`src/mps_pkg.sv`:
```
// Contract
// - Diode channel measured from power-up
// - Main rail sense measured from power-up
// - Quiet start counter gated by rail on
// - Battery input measured before setup complete
// - Battery below low limit disables intrusion
// - Shared fan drives float high at power-up
// - Dedicated fan drive off after power-up
// - No bus traffic 4.6 s: full speed (code: only before the first bus cycle since reset)
// - Other channels wait for setup complete
// - Configuration 3 bit 6 enables XOR tree
// - XOR of inputs on open-drain pin
package mps_pkg;
  localparam logic [7:0] MPS_CFG1_ADDR = 8'h01;
  localparam logic [7:0] MPS_CFG3_ADDR = 8'h03;
  localparam logic [7:0] MPS_BATT_LIMIT_ADDR = 8'h10;
  localparam logic [7:0] MPS_BATT_MEAS_ADDR = 8'h11;
  localparam logic [7:0] MPS_FAN_DUTY_ADDR = 8'h12;
  localparam logic [7:0] MPS_STATUS_ADDR = 8'h13;
  localparam int MPS_ADDR_W = 8;
  localparam int MPS_SETUP_BIT = 5;
  localparam int MPS_XOR_BIT = 6;
  localparam logic [7:0] MPS_CFG1_RESET = 8'h81;
  localparam logic [7:0] MPS_CFG3_RESET = 8'h00;
  localparam logic [7:0] MPS_BATT_LIMIT_RESET = 8'h80;
  localparam logic [7:0] MPS_FAN_DUTY_RESET = 8'h00;
  localparam logic [7:0] MPS_FULL_DUTY = 8'hFF;
  localparam longint MPS_CLK_HZ = 50000000;
  localparam longint MPS_NOCOMM_MS = 4600;
  localparam longint MPS_NOCOMM_CYCLES = (MPS_NOCOMM_MS * MPS_CLK_HZ) / 1000;
  typedef enum logic [1:0] {MPS_RAIL_OFF, MPS_WAITING, MPS_FULL, MPS_PROGRAMMED} mps_fan_state_t;
endpackage : mps_pkg

```
`src/mps_nocomm_timer.sv`:
```
`timescale 1ns/1ns
module mps_nocomm_timer
  import mps_pkg::*;
#(
  parameter int unsigned COUNT = 32'(MPS_NOCOMM_CYCLES)
) (
  input wire logic clk_i,
  input wire logic rst_i,
  input wire logic rail_on_i,
  input wire logic bus_seen_i,
  output logic expired_o
);
  logic [31:0] count;
  wire clear_count = rst_i || !rail_on_i || bus_seen_i;
  wire at_end = (count == COUNT - 32'd1);

  always_ff @(posedge clk_i) begin
    if (clear_count) begin
      count <= '0;
    end else if (!at_end) begin
      count <= count + 32'd1;
    end
  end

  always_ff @(posedge clk_i) begin
    if (rst_i || !rail_on_i || bus_seen_i) begin
      expired_o <= 1'b0;
    end else if (at_end) begin
      expired_o <= 1'b1;
    end
  end
endmodule : mps_nocomm_timer

```
`src/mps_sequencer.sv`:
```
`timescale 1ns/1ns
module mps_sequencer
  import mps_pkg::*;
#(
  parameter int unsigned NOCOMM_COUNT = 32'(MPS_NOCOMM_CYCLES),
  parameter int XOR_PINS = 8,
  parameter int OTHER_CHANNELS = 10
) (
  input wire logic clk_i,
  input wire logic rst_i,
  input wire logic cyc_i,
  input wire logic stb_i,
  input wire logic we_i,
  input wire logic [MPS_ADDR_W-1:0] adr_i,
  input wire logic [7:0] dat_i,
  input wire logic sel_i,
  output logic [7:0] dat_o,
  output logic ack_o,
  input wire logic main_rail_on_i,
  input wire logic [7:0] battery_sample_i,
  input wire logic battery_sample_valid_i,
  input wire logic [XOR_PINS-1:0] xor_pins_i,
  output logic diode_meas_en_o,
  output logic main_rail_sense_en_o,
  output logic battery_meas_en_o,
  output logic [OTHER_CHANNELS-1:0] channel_meas_en_o,
  output logic chassis_intrusion_en_o,
  output logic quiet_start_run_o,
  output logic [2:0] shared_fan_drive_oe_o,
  output logic [2:0] shared_fan_drive_o,
  output logic [7:0] dedicated_fan_drive_duty_o,
  output logic dedicated_full_speed_o,
  output logic xor_tree_out_o,
  output logic xor_tree_out_oe_o,
  output logic xor_mode_o
);
  logic [7:0] cfg1;
  logic [7:0] cfg3;
  logic [7:0] batt_limit;
  logic [7:0] batt_meas;
  logic [7:0] fan_duty;
  logic ack_q;
  logic bus_seen;
  logic expired;
  logic xor_bit;
  mps_fan_state_t fan_state;
  mps_fan_state_t next_fan_state;

  wire req = cyc_i && stb_i && !ack_q;
  wire wr = req && we_i && sel_i;
  wire hit_cfg1 = (adr_i == MPS_CFG1_ADDR);
  wire hit_cfg3 = (adr_i == MPS_CFG3_ADDR);
  wire hit_lim = (adr_i == MPS_BATT_LIMIT_ADDR);
  wire hit_duty = (adr_i == MPS_FAN_DUTY_ADDR);
  wire setup_done = cfg1[MPS_SETUP_BIT];
  wire batt_low = (batt_meas < batt_limit);
  wire [7:0] status_word = {4'h0, batt_low, expired, main_rail_on_i, setup_done};
  wire [7:0] read_word = hit_cfg1 ? cfg1 :
                         hit_cfg3 ? cfg3 :
                         hit_lim ? batt_limit :
                         (adr_i == MPS_BATT_MEAS_ADDR) ? batt_meas :
                         hit_duty ? fan_duty :
                         (adr_i == MPS_STATUS_ADDR) ? status_word : 8'h00;

  // Any accepted bus cycle counts as communication
  assign bus_seen = req;

  // Ack one cycle after request, dropped the cycle after
  always_ff @(posedge clk_i) begin
    if (rst_i) begin
      ack_q <= 1'b0;
      dat_o <= 8'h00;
    end else begin
      ack_q <= req;
      dat_o <= req ? read_word : dat_o;
    end
  end
  assign ack_o = ack_q;

  always_ff @(posedge clk_i) begin
    if (rst_i) begin
      cfg1 <= MPS_CFG1_RESET;
      cfg3 <= MPS_CFG3_RESET;
      batt_limit <= MPS_BATT_LIMIT_RESET;
      fan_duty <= MPS_FAN_DUTY_RESET;
    end else if (wr) begin
      if (hit_cfg1) cfg1 <= dat_i;
      if (hit_cfg3) cfg3 <= dat_i;
      if (hit_lim) batt_limit <= dat_i;
      if (hit_duty) fan_duty <= dat_i;
    end
  end

  // Battery reading starts high so intrusion stays on until first sample
  always_ff @(posedge clk_i) begin
    if (rst_i) begin
      batt_meas <= MPS_FULL_DUTY;
    end else if (battery_sample_valid_i) begin
      batt_meas <= battery_sample_i;
    end
  end

  assign diode_meas_en_o = 1'b1;
  assign main_rail_sense_en_o = 1'b1;
  assign battery_meas_en_o = 1'b1;
  assign channel_meas_en_o = {OTHER_CHANNELS{setup_done}};
  assign chassis_intrusion_en_o = !batt_low;
  assign quiet_start_run_o = main_rail_on_i;

  // Shared pins released so pull-ups drive fans full on
  assign shared_fan_drive_oe_o = 3'b000;
  assign shared_fan_drive_o = 3'b000;

  mps_nocomm_timer #(
    .COUNT(NOCOMM_COUNT)
  ) u_timer (
    .clk_i(clk_i),
    .rst_i(rst_i),
    .rail_on_i(main_rail_on_i),
    .bus_seen_i(bus_seen),
    .expired_o(expired)
  );

  // Once programmed, later silence never forces full speed again
  always_comb begin
    next_fan_state = fan_state;
    unique case (fan_state)
      MPS_RAIL_OFF: if (bus_seen) next_fan_state = MPS_PROGRAMMED;
                    else if (main_rail_on_i) next_fan_state = MPS_WAITING;
      MPS_WAITING: if (bus_seen) next_fan_state = MPS_PROGRAMMED;
                   else if (!main_rail_on_i) next_fan_state = MPS_RAIL_OFF;
                   else if (expired) next_fan_state = MPS_FULL;
      MPS_FULL: if (bus_seen) next_fan_state = MPS_PROGRAMMED;
                else if (!main_rail_on_i) next_fan_state = MPS_RAIL_OFF;
      MPS_PROGRAMMED: next_fan_state = MPS_PROGRAMMED;
    endcase
  end

  always_ff @(posedge clk_i) begin
    if (rst_i) fan_state <= MPS_RAIL_OFF;
    else fan_state <= next_fan_state;
  end

  always_ff @(posedge clk_i) begin
    if (rst_i) begin
      dedicated_fan_drive_duty_o <= MPS_FAN_DUTY_RESET;
    end else begin
      unique case (next_fan_state)
        MPS_FULL: dedicated_fan_drive_duty_o <= MPS_FULL_DUTY;
        MPS_PROGRAMMED: dedicated_fan_drive_duty_o <= fan_duty;
        default: dedicated_fan_drive_duty_o <= MPS_FAN_DUTY_RESET;
      endcase
    end
  end
  assign dedicated_full_speed_o = (fan_state == MPS_FULL);

  assign xor_bit = cfg3[MPS_XOR_BIT];
  assign xor_mode_o = xor_bit;

  mps_xor_tree #(
    .N(XOR_PINS)
  ) u_xor (
    .clk_i(clk_i),
    .rst_i(rst_i),
    .enable_i(xor_bit),
    .pins_i(xor_pins_i),
    .xor_o(xor_tree_out_o)
  );
  // Open drain: drive only when pulling low
  assign xor_tree_out_oe_o = xor_bit && !xor_tree_out_o;

  a_meas_gate: assert property (@(posedge clk_i) disable iff (rst_i)
    channel_meas_en_o == {OTHER_CHANNELS{cfg1[MPS_SETUP_BIT]}})
    else $error("channel enables disagree with setup bit");
  a_early_on: assert property (@(posedge clk_i) disable iff (rst_i)
    diode_meas_en_o && main_rail_sense_en_o && battery_meas_en_o)
    else $error("early channel not measured");
  a_rail_sense: assert property (@(posedge clk_i) disable iff (rst_i)
    main_rail_sense_en_o)
    else $error("rail sense not measured");
  a_batt_meas: assert property (@(posedge clk_i) disable iff (rst_i)
    battery_meas_en_o)
    else $error("battery input not measured");
  a_ci_off: assert property (@(posedge clk_i) disable iff (rst_i)
    (batt_meas < batt_limit) |-> !chassis_intrusion_en_o)
    else $error("intrusion on with low battery");
  a_quiet_gate: assert property (@(posedge clk_i) disable iff (rst_i)
    quiet_start_run_o |-> main_rail_on_i)
    else $error("quiet start runs with rail off");
  a_shared_float: assert property (@(posedge clk_i) disable iff (rst_i)
    shared_fan_drive_oe_o == 3'b000)
    else $error("shared fan pin driven");
  a_ded_off: assert property (@(posedge clk_i) disable iff (rst_i)
    (fan_state == MPS_RAIL_OFF) |=> (dedicated_fan_drive_duty_o == MPS_FAN_DUTY_RESET)
      || (fan_state != MPS_RAIL_OFF))
    else $error("dedicated drive not off");
  a_full_speed: assert property (@(posedge clk_i) disable iff (rst_i)
    (fan_state == MPS_WAITING && expired && main_rail_on_i && !bus_seen) |=> ##1
      (dedicated_fan_drive_duty_o == MPS_FULL_DUTY) || fan_state != MPS_FULL)
    else $error("no full speed after silence");
  a_full_duty: assert property (@(posedge clk_i) disable iff (rst_i)
    dedicated_full_speed_o |-> (dedicated_fan_drive_duty_o == MPS_FULL_DUTY))
    else $error("full speed state without full duty");
  a_prog_duty: assert property (@(posedge clk_i) disable iff (rst_i)
    (fan_state == MPS_PROGRAMMED) |=> (dedicated_fan_drive_duty_o == $past(fan_duty)))
    else $error("dedicated drive ignores programmed duty");
  a_xor_out: assert property (@(posedge clk_i) disable iff (rst_i)
    cfg3[MPS_XOR_BIT] && $stable(cfg3) |=> (xor_tree_out_o == ^$past(xor_pins_i)))
    else $error("xor output wrong");
  a_xor_drain: assert property (@(posedge clk_i) disable iff (rst_i)
    xor_tree_out_oe_o |-> (xor_mode_o && !xor_tree_out_o))
    else $error("xor pin driven high or outside test mode");
  a_timer_clear: assert property (@(posedge clk_i) disable iff (rst_i)
    !main_rail_on_i |=> !expired)
    else $error("timer not cleared with rail off");
  a_xor_mode: assert property (@(posedge clk_i) disable iff (rst_i)
    (wr && hit_cfg3) |=> (xor_mode_o == $past(dat_i[MPS_XOR_BIT])))
    else $error("xor mode not from cfg3 write");
  a_ack_pulse: assert property (@(posedge clk_i) disable iff (rst_i)
    ack_o |=> !ack_o)
    else $error("ack held longer than one cycle");

  c_setup: cover property (@(posedge clk_i) disable iff (rst_i) $rose(setup_done));
  c_full: cover property (@(posedge clk_i) disable iff (rst_i) fan_state == MPS_FULL);
  c_prog: cover property (@(posedge clk_i) disable iff (rst_i) $rose(fan_state == MPS_PROGRAMMED));
  c_xor: cover property (@(posedge clk_i) disable iff (rst_i) xor_tree_out_oe_o);
endmodule : mps_sequencer

```
`src/mps_xor_tree.sv`:
```
`timescale 1ns/1ns
module mps_xor_tree
  import mps_pkg::*;
#(
  parameter int N = 8
) (
  input wire logic clk_i,
  input wire logic rst_i,
  input wire logic enable_i,
  input wire logic [N-1:0] pins_i,
  output logic xor_o
);
  wire [N-1:0] chain;
  genvar g;
  generate
    for (g = 0; g < N; g++) begin : g_chain
      if (g == 0) begin : g_first
        assign chain[g] = pins_i[g];
      end else begin : g_rest
        assign chain[g] = chain[g-1] ^ pins_i[g];
      end
    end
  endgenerate

  always_ff @(posedge clk_i) begin
    if (rst_i) begin
      xor_o <= 1'b1;
    end else begin
      xor_o <= enable_i ? chain[N-1] : 1'b1;
    end
  end
endmodule : mps_xor_tree

```
`config.mk`:
```
export PLATFORM = sky130hd
export DESIGN_NAME = mps_sequencer
export DESIGN_NICKNAME = d
export VERILOG_FILES = /design/src/mps_pkg.sv /design/src/mps_nocomm_timer.sv /design/src/mps_sequencer.sv /design/src/mps_xor_tree.sv
export SDC_FILE = /design/constraint.sdc
export NUM_CORES = 1
export LEC_CHECK = 0
export CAP_MARGIN = 20
export CORE_MARGIN = 4
export CORE_UTILIZATION = 50
export DETAILED_ROUTE_END_ITERATION = 12
export DONT_BUFFER_PORTS = 1
export SYNTH_ARGS = -nofsm -noshare
export SYNTH_HDL_FRONTEND = slang
export SYNTH_SLANG_ARGS = --single-unit
export TNS_END_PERCENT = 10
```
`constraint.sdc`:
```
create_clock -name clk_i -period 4.25 [get_ports clk_i]
set_input_delay 0.425 -clock clk_i [delete_from_list [all_inputs] [get_ports clk_i]]
set_output_delay 0.425 -clock clk_i [all_outputs]
set_load 0.005 [all_outputs]
```
# Yosys cells after proc, flatten, opt, wreduce, memory -nomap -nowiden
# Cells that the tools add are included.
[word_totals]
regBits = 93
latchBits = 0
ramBits = 0
mem_bits_ro = 0
in_bits = 40
mem_count = 0
[op_classes]
addsub = 1
multipliers = 0
n_div = 0
order_cmp = 1
n_eq_ne = 12
n_shift = 0
muxes = 15
bitwise = 8
reduce_logical = 17
[op_table]
columns = ["operator", "count"]
rows = [
  ["2-to-1 mux 8 bit", 5],
  ["adder 32 x 1 -> 32 bit (second input constant)", 1],
  ["equality test 32 x 28 -> 1 bit (second input constant)", 1],
  ["equality test 8 x 5 -> 1 bit (second input constant)", 4],
  ["one-hot mux 8 bit (2 select lines)", 1],
  ["2-to-1 mux 2 bit", 7],
  ["equality test 2 bit (second input constant)", 4],
  ["equality test 8 x 1 -> 1 bit (second input constant)", 1],
  ["equality test 8 x 2 -> 1 bit (second input constant)", 1],
  ["less-than comparator 8 bit", 1],
  ["one-hot mux 2 bit (4 select lines)", 1],
  ["AND reduction 2 bit", 4],
  ["bitwise XOR 1 bit", 7],
  ["logical AND 1 bit", 5],
  ["logical NOT 1 bit", 4],
  ["2-to-1 mux 4 bit", 1],
  ["equality test 2 x 1 -> 1 bit (second input constant)", 1],
  ["logical NOT 2 bit", 1],
  ["logical OR 1 bit", 2],
  ["OR reduction 2 bit", 1],
  ["NOT 1 bit", 1],
]

# Depth between registers and ports, before layout
[logic_depth]
word_depth = 7
depth_mapped = 8

# Cells and area by module
# Synthesis repeated with hierarchy kept, for this count alone.
[hier_totals]
hier_cells = 556
area_unflattened_um2 = 4814.6
[by_module_without_submodules]
columns = ["module", "n_inst", "cells_each", "area_per_inst_um2", "seq_area_each_um2"]
rows = [
  ["mps_sequencer", 1, 333, 2932.8, 1181.1],
  ["mps_nocomm_timer", 1, 214, 1793.0, 660.6],
  ["mps_xor_tree", 1, 9, 88.8, 20.0],
]

# Least setup slack after synthesis
# OpenSTA, ideal clock, no wires.
[synth_path]
path_type = "input-to-reg"
from = "input adr_i[0]"
to = "register fan_duty[0]"
setup_ns = 0.128
arrival_time_ns = 1.929
path_slack_ns = 2.193
stages = 7
n_path_buf = 2
cell_sequence = "buf_4 or4b_2 nor3_2 and2_1 buf_4 mux2i_1 nor2_1"
[synth_between]
elab_chain_len = 2
[synth_lines]
columns = ["item", "line", "text"]
rows = [
  ["from (decl)", "mps_sequencer.sv:14", "input wire logic [MPS_ADDR_W-1:0] adr_i,"],
  ["equality test 8 x 5 -> 1 bit", "mps_sequencer.sv:54", "wire hit_duty = (adr_i == MPS_FAN_DUTY_ADDR);"],
  ["AND reduction 2 bit (no source line)", "-", ""],
  ["to (signal assigned)", "mps_sequencer.sv:90", "if (hit_duty) fan_duty <= dat_i;"],
  ["to (decl)", "mps_sequencer.sv:41", "logic [7:0] fan_duty;"],
]
# Every way passes these cells.
# A chain may end at the register's enable or synchronous reset.

# Worst setup path after layout
[layout_path]
from = "register batt_limit[1]"
to = "output chassis_intrusion_en_o"
[layout_between]
elab_chain_len = 2
[layout_lines]
columns = ["item", "line", "text"]
rows = [
  ["from (decl)", "mps_sequencer.sv:39", "logic [7:0] batt_limit;"],
  ["from (signal assigned)", "mps_sequencer.sv:89", "if (hit_lim) batt_limit <= dat_i;"],
  ["less-than comparator 8 bit", "mps_sequencer.sv:56", "wire batt_low = (batt_meas < batt_limit);"],
  ["logical NOT 1 bit", "mps_sequencer.sv:107", "assign chassis_intrusion_en_o = !batt_low;"],
  ["to (decl)", "mps_sequencer.sv:27", "output logic chassis_intrusion_en_o,"],
]
# Every way passes these cells.

==> impl_metrics.env <==
export IMPL_post_route_period_util_pct=51.3
export IMPL_multi_input_area_sq_um=2360
export IMPL_grt_antenna_before_repair=0
export IMPL_post_place_cells=593
export IMPL_cts_root_buffer="sky130_fd_sc_hd__clkbuf_8"
export IMPL_num_cts_buffers=9
export IMPL_rows=34
export IMPL_final_antenna_net_count=0
export IMPL_finalCriticalPeriod_ns=2.18
export IMPL_die_area_sq_um=10600
export IMPL_maxSlewHeadroom_pct=30.3
export IMPL_synth_seq_area_share_pct=41.4
export IMPL_postRouteWirelength_um=10400
export IMPL_final_hold_violation_count=0
export IMPL_nNetsFinal=545
export IMPL_h_tree_depth=3
export IMPL_netlist_area_pre_place_sq_um=4500
export IMPL_worstPathArrival_ns=1.76
export IMPL_leftover_overflow_at_the_end_of_global_routing=0
export IMPL_utilization_pct=52.5
export IMPL_synth_distinct_cells=58
export IMPL_setup_viol_count_final=0
export IMPL_status="finished, final reports clean"
export IMPL_cts_resized=0
export IMPL_finish_instance_area_sq_um=4580
export IMPL_final_routed_drc_violation_total=0
export IMPL_clockPowerShare_pct=35.6
export IMPL_core_area_sq_um=8720
export IMPL_post_synth_cell_area_avg_sq_um=8.60
export IMPL_yosysWarnings=0
export IMPL_final_setup_skew_ns=0.0121
export IMPL_irDropWorstVdd_mv=0.177
export IMPL_synth_enable_flop_cells=0
export IMPL_cap_viol_max_count=0
export IMPL_layout_setup_ws_ns=2.07
export IMPL_num_io_pins=82
export IMPL_fillCellCount=848
export IMPL_detail_route_vias_per_cell=5.75
export IMPL_totalNegativeSetupSlack_ns=0
export IMPL_post_layout_nonfiller_instances=610
export IMPL_worst_hold_path_type="in2reg"
export IMPL_drt_pass1_iterations=4
export IMPL_worst_setup_path_end_kind="output pin"
export IMPL_post_route_cells_drive_above_1_share_pct=5.58
export IMPL_cts_buffer_depth=2
export IMPL_max_freq_mhz=459
export IMPL_cts_setup_buffers=0
export IMPL_power_switching_share_pct=24.9
export IMPL_seq_power_share_pct=58.9
export IMPL_required_ns=3.83
export IMPL_port_bufs=0
export IMPL_static_leakage_power_nw=1.56
export IMPL_cts_hold_fix_buffers=0
export IMPL_worst_setup_path_type="reg2out"
export IMPL_path_clk_slew_ns=0.10
export IMPL_maximum_number_of_pins_on_one_net_before_global_route_repair=52
export IMPL_vias_in_the_first_global_route=3332
export IMPL_pre_cts_worst_setup_slack_ns=1.98
export IMPL_global_route_wire_length_before_repair_um=16800
export IMPL_clk_latency_ns=0.36
export IMPL_register_area_sq_um=1860
export IMPL_groute_usage_overall_pct=20.4
export IMPL_worstMarginPinSlew_ns=1.04
export IMPL_dp_hpwl_um=7840
export IMPL_cp_max_fo=3
export IMPL_antenna_diode_count=0
export IMPL_fp_dieW_um=103
export IMPL_internal_power_mw=1.14
export IMPL_cts_sink_count=93
export IMPL_drt_wirelength_per_cell_um=17.1
export IMPL_critPathLaunchType="flop"
export IMPL_syn_instance_count=523
export IMPL_unrepaired_setup_endpoints_after_global_routing="false"
export IMPL_async_reset_ff_share_pct=0
export IMPL_net_switching_uw=380
export IMPL_dr_first_iter_drc_count=161
export IMPL_floorplan_initialDensity_pct=51.6
export IMPL_totalPowerFinal_mw=1.52
export IMPL_postSynthRegisterBits=93
export IMPL_final_max_slew_viol_count=0
export IMPL_detailed_route_via_count=3506
export IMPL_die_h_um=103
export IMPL_synth_to_final_area_change_pct=1.86
export IMPL_final_worst_hold_slack_ns=0.133
export IMPL_place_area_sq_um=4400
export IMPL_power_frac_comb_pct=5.6
export IMPL_power_density_nw_per_um2=333
export IMPL_synth_ff_type="sky130_fd_sc_hd__dfxtp_1"
export IMPL_rrSetupSlack_ns=2.12
export IMPL_finalWeightedCongestion=0.884
export IMPL_tritoncts="yes"
==> synth_stat cells, types with 2 or more instances <==
cell type                   number  area (sq um)
sky130_fd_sc_hd__a21oi_1        31           155
sky130_fd_sc_hd__nand4_1        14          87.6
sky130_fd_sc_hd__o31a_1          3          26.3
sky130_fd_sc_hd__a211o_1        11          96.3
sky130_fd_sc_hd__nor2b_1        14          87.6
sky130_fd_sc_hd__o21ai_0        10          50.1
sky130_fd_sc_hd__xor2_1         17           149
sky130_fd_sc_hd__nand3b_1        3          22.5
sky130_fd_sc_hd__o22ai_1         2          12.5
sky130_fd_sc_hd__or4_1           2          15.0
sky130_fd_sc_hd__clkbuf_1       19          71.3
sky130_fd_sc_hd__nor3_1         17          85.1
sky130_fd_sc_hd__inv_1          12          45.0
sky130_fd_sc_hd__a221oi_1        5          43.8
sky130_fd_sc_hd__dfxtp_1        93          1860
sky130_fd_sc_hd__and3_1          7          43.8
sky130_fd_sc_hd__ha_1            8           100
sky130_fd_sc_hd__xnor2_1        14           123
sky130_fd_sc_hd__and4_1          3          26.3
sky130_fd_sc_hd__nor2_1         60           225
sky130_fd_sc_hd__nand2_1        49           184
sky130_fd_sc_hd__nand2b_1        6          37.5
sky130_fd_sc_hd__nand3_1        17          85.1
sky130_fd_sc_hd__nor3_2          2          20.0
sky130_fd_sc_hd__conb_1          2          7.51
sky130_fd_sc_hd__and2_1          4          25.0
sky130_fd_sc_hd__o21a_1          9          67.6
sky130_fd_sc_hd__a31oi_1         7          43.8
sky130_fd_sc_hd__nor4b_1         2          17.5
sky130_fd_sc_hd__buf_2           2          10.0
sky130_fd_sc_hd__nor3_4          2          32.5
sky130_fd_sc_hd__mux2i_1        19           190
sky130_fd_sc_hd__nor4_1          2          12.5
sky130_fd_sc_hd__buf_4          23           173
sky130_fd_sc_hd__or3_1           4          25.0
sky130_fd_sc_hd__a22oi_1         4          30.0
sky130_fd_sc_hd__a2bb2oi_1       3          26.3
==> worst max-delay path, stage by stage, from the launching register on <==
cell,delay (ns)
sky130_fd_sc_hd__dfxtp_1,0.37
sky130_fd_sc_hd__inv_1,0.07
sky130_fd_sc_hd__ha_1,0.29
sky130_fd_sc_hd__a2111oi_0,0.39
sky130_fd_sc_hd__nor3_1,0.10
sky130_fd_sc_hd__nand2b_1,0.18
==> layout make-up <==
cell class / count / share of cell area (%)
clock buffers: 10 / 2.79
clock inverters: 6 / 1.04
multi-input cells: 380 / 51.5
repair buffers: 1 / 0.109
inverters: 12 / 0.983
flip-flops and latches: 93 / 40.6
well taps: 108 / 2.95
==> worst paths after layout <==
check                                  startpoint                     end  depth (start not counted)
worst max register to register  u_timer.count[25]        u_timer.count[0]                          5
worst max-delay path                batt_limit[1]  chassis_intrusion_en_o                          5
worst min-delay path                        rst_i            fan_state[0]                          1
worst min register to register            cfg3[3]                 cfg3[3]                          2
==> sequential cells by signal (all words and copies together) (netlist names) <==
name / count
ack_o: 1
batt_limit: 8
batt_meas: 8
cfg1: 8
cfg3: 8
dat_o: 8
dedicated_fan_drive_duty_o: 8
fan_duty: 8
fan_state: 2
u_timer.count: 32
u_timer.expired_o: 1
u_xor.xor_o: 1
==> power groups by stage <==
stage | clock, mW | sequential [mW] | combinational, mW
floorplan | 0 | 0.913 | 0.0902
global placement | 0 | 0.917 | 0.0828
detailed placement | 0 | 0.917 | 0.0851
CTS | 0.556 | 0.897 | 0.0858
global route | 0.605 | 0.899 | 0.0953
finish | 0.542 | 0.897 | 0.0847
==> per-layer routing <==
| metal | global-route usage (%) | vias to the layer above | share of wire (%) |
|---|---|---|---|
| met2 | 36.5 | 64 | 52 |
| met5 | 0 | - | 0 |
| li1 | - | 1760 | - |
| met1 | 24.6 | 1675 | 42 |
| met4 | 6.08 | 0 | 0.93 |
| met3 | 4.19 | 7 | 4.5 |
==> cells in the final DEF (no fill, tap or decap), types with 14 or more instances in the layout <==
cell type	count
sky130_fd_sc_hd__a21oi_1	31
sky130_fd_sc_hd__dfxtp_1	93
sky130_fd_sc_hd__mux2i_1	19
sky130_fd_sc_hd__nand2_1	49
sky130_fd_sc_hd__nand3_1	17
sky130_fd_sc_hd__nand4_1	14
sky130_fd_sc_hd__nor2_1	60
sky130_fd_sc_hd__nor2b_1	14
sky130_fd_sc_hd__nor3_1	17
sky130_fd_sc_hd__xnor2_1	14
sky130_fd_sc_hd__xor2_1	17
==> kinds of logic (layout without fill, tap and decap cells) <==
| kind of cell | Yosys count | in the layout | synth area share [%] |
|---|---|---|---|
| flip-flops | 93 | 93 | 41.4 |
| AND/OR/NAND/NOR | 219 | 219 | 25.2 |
| multiplexers | 19 | 19 | 4.23 |
| AO/OA/AOI/OAI | 94 | 94 | 14.1 |
| adder cells (fa/ha/maj) | 8 | 8 | 2.23 |
| buffers and inverters | 57 | 29 | 6.73 |
| XOR/XNOR | 31 | 31 | 6.04 |
| other | 2 | 9 | 0.167 |
Power figures use the tool's default switching activity.
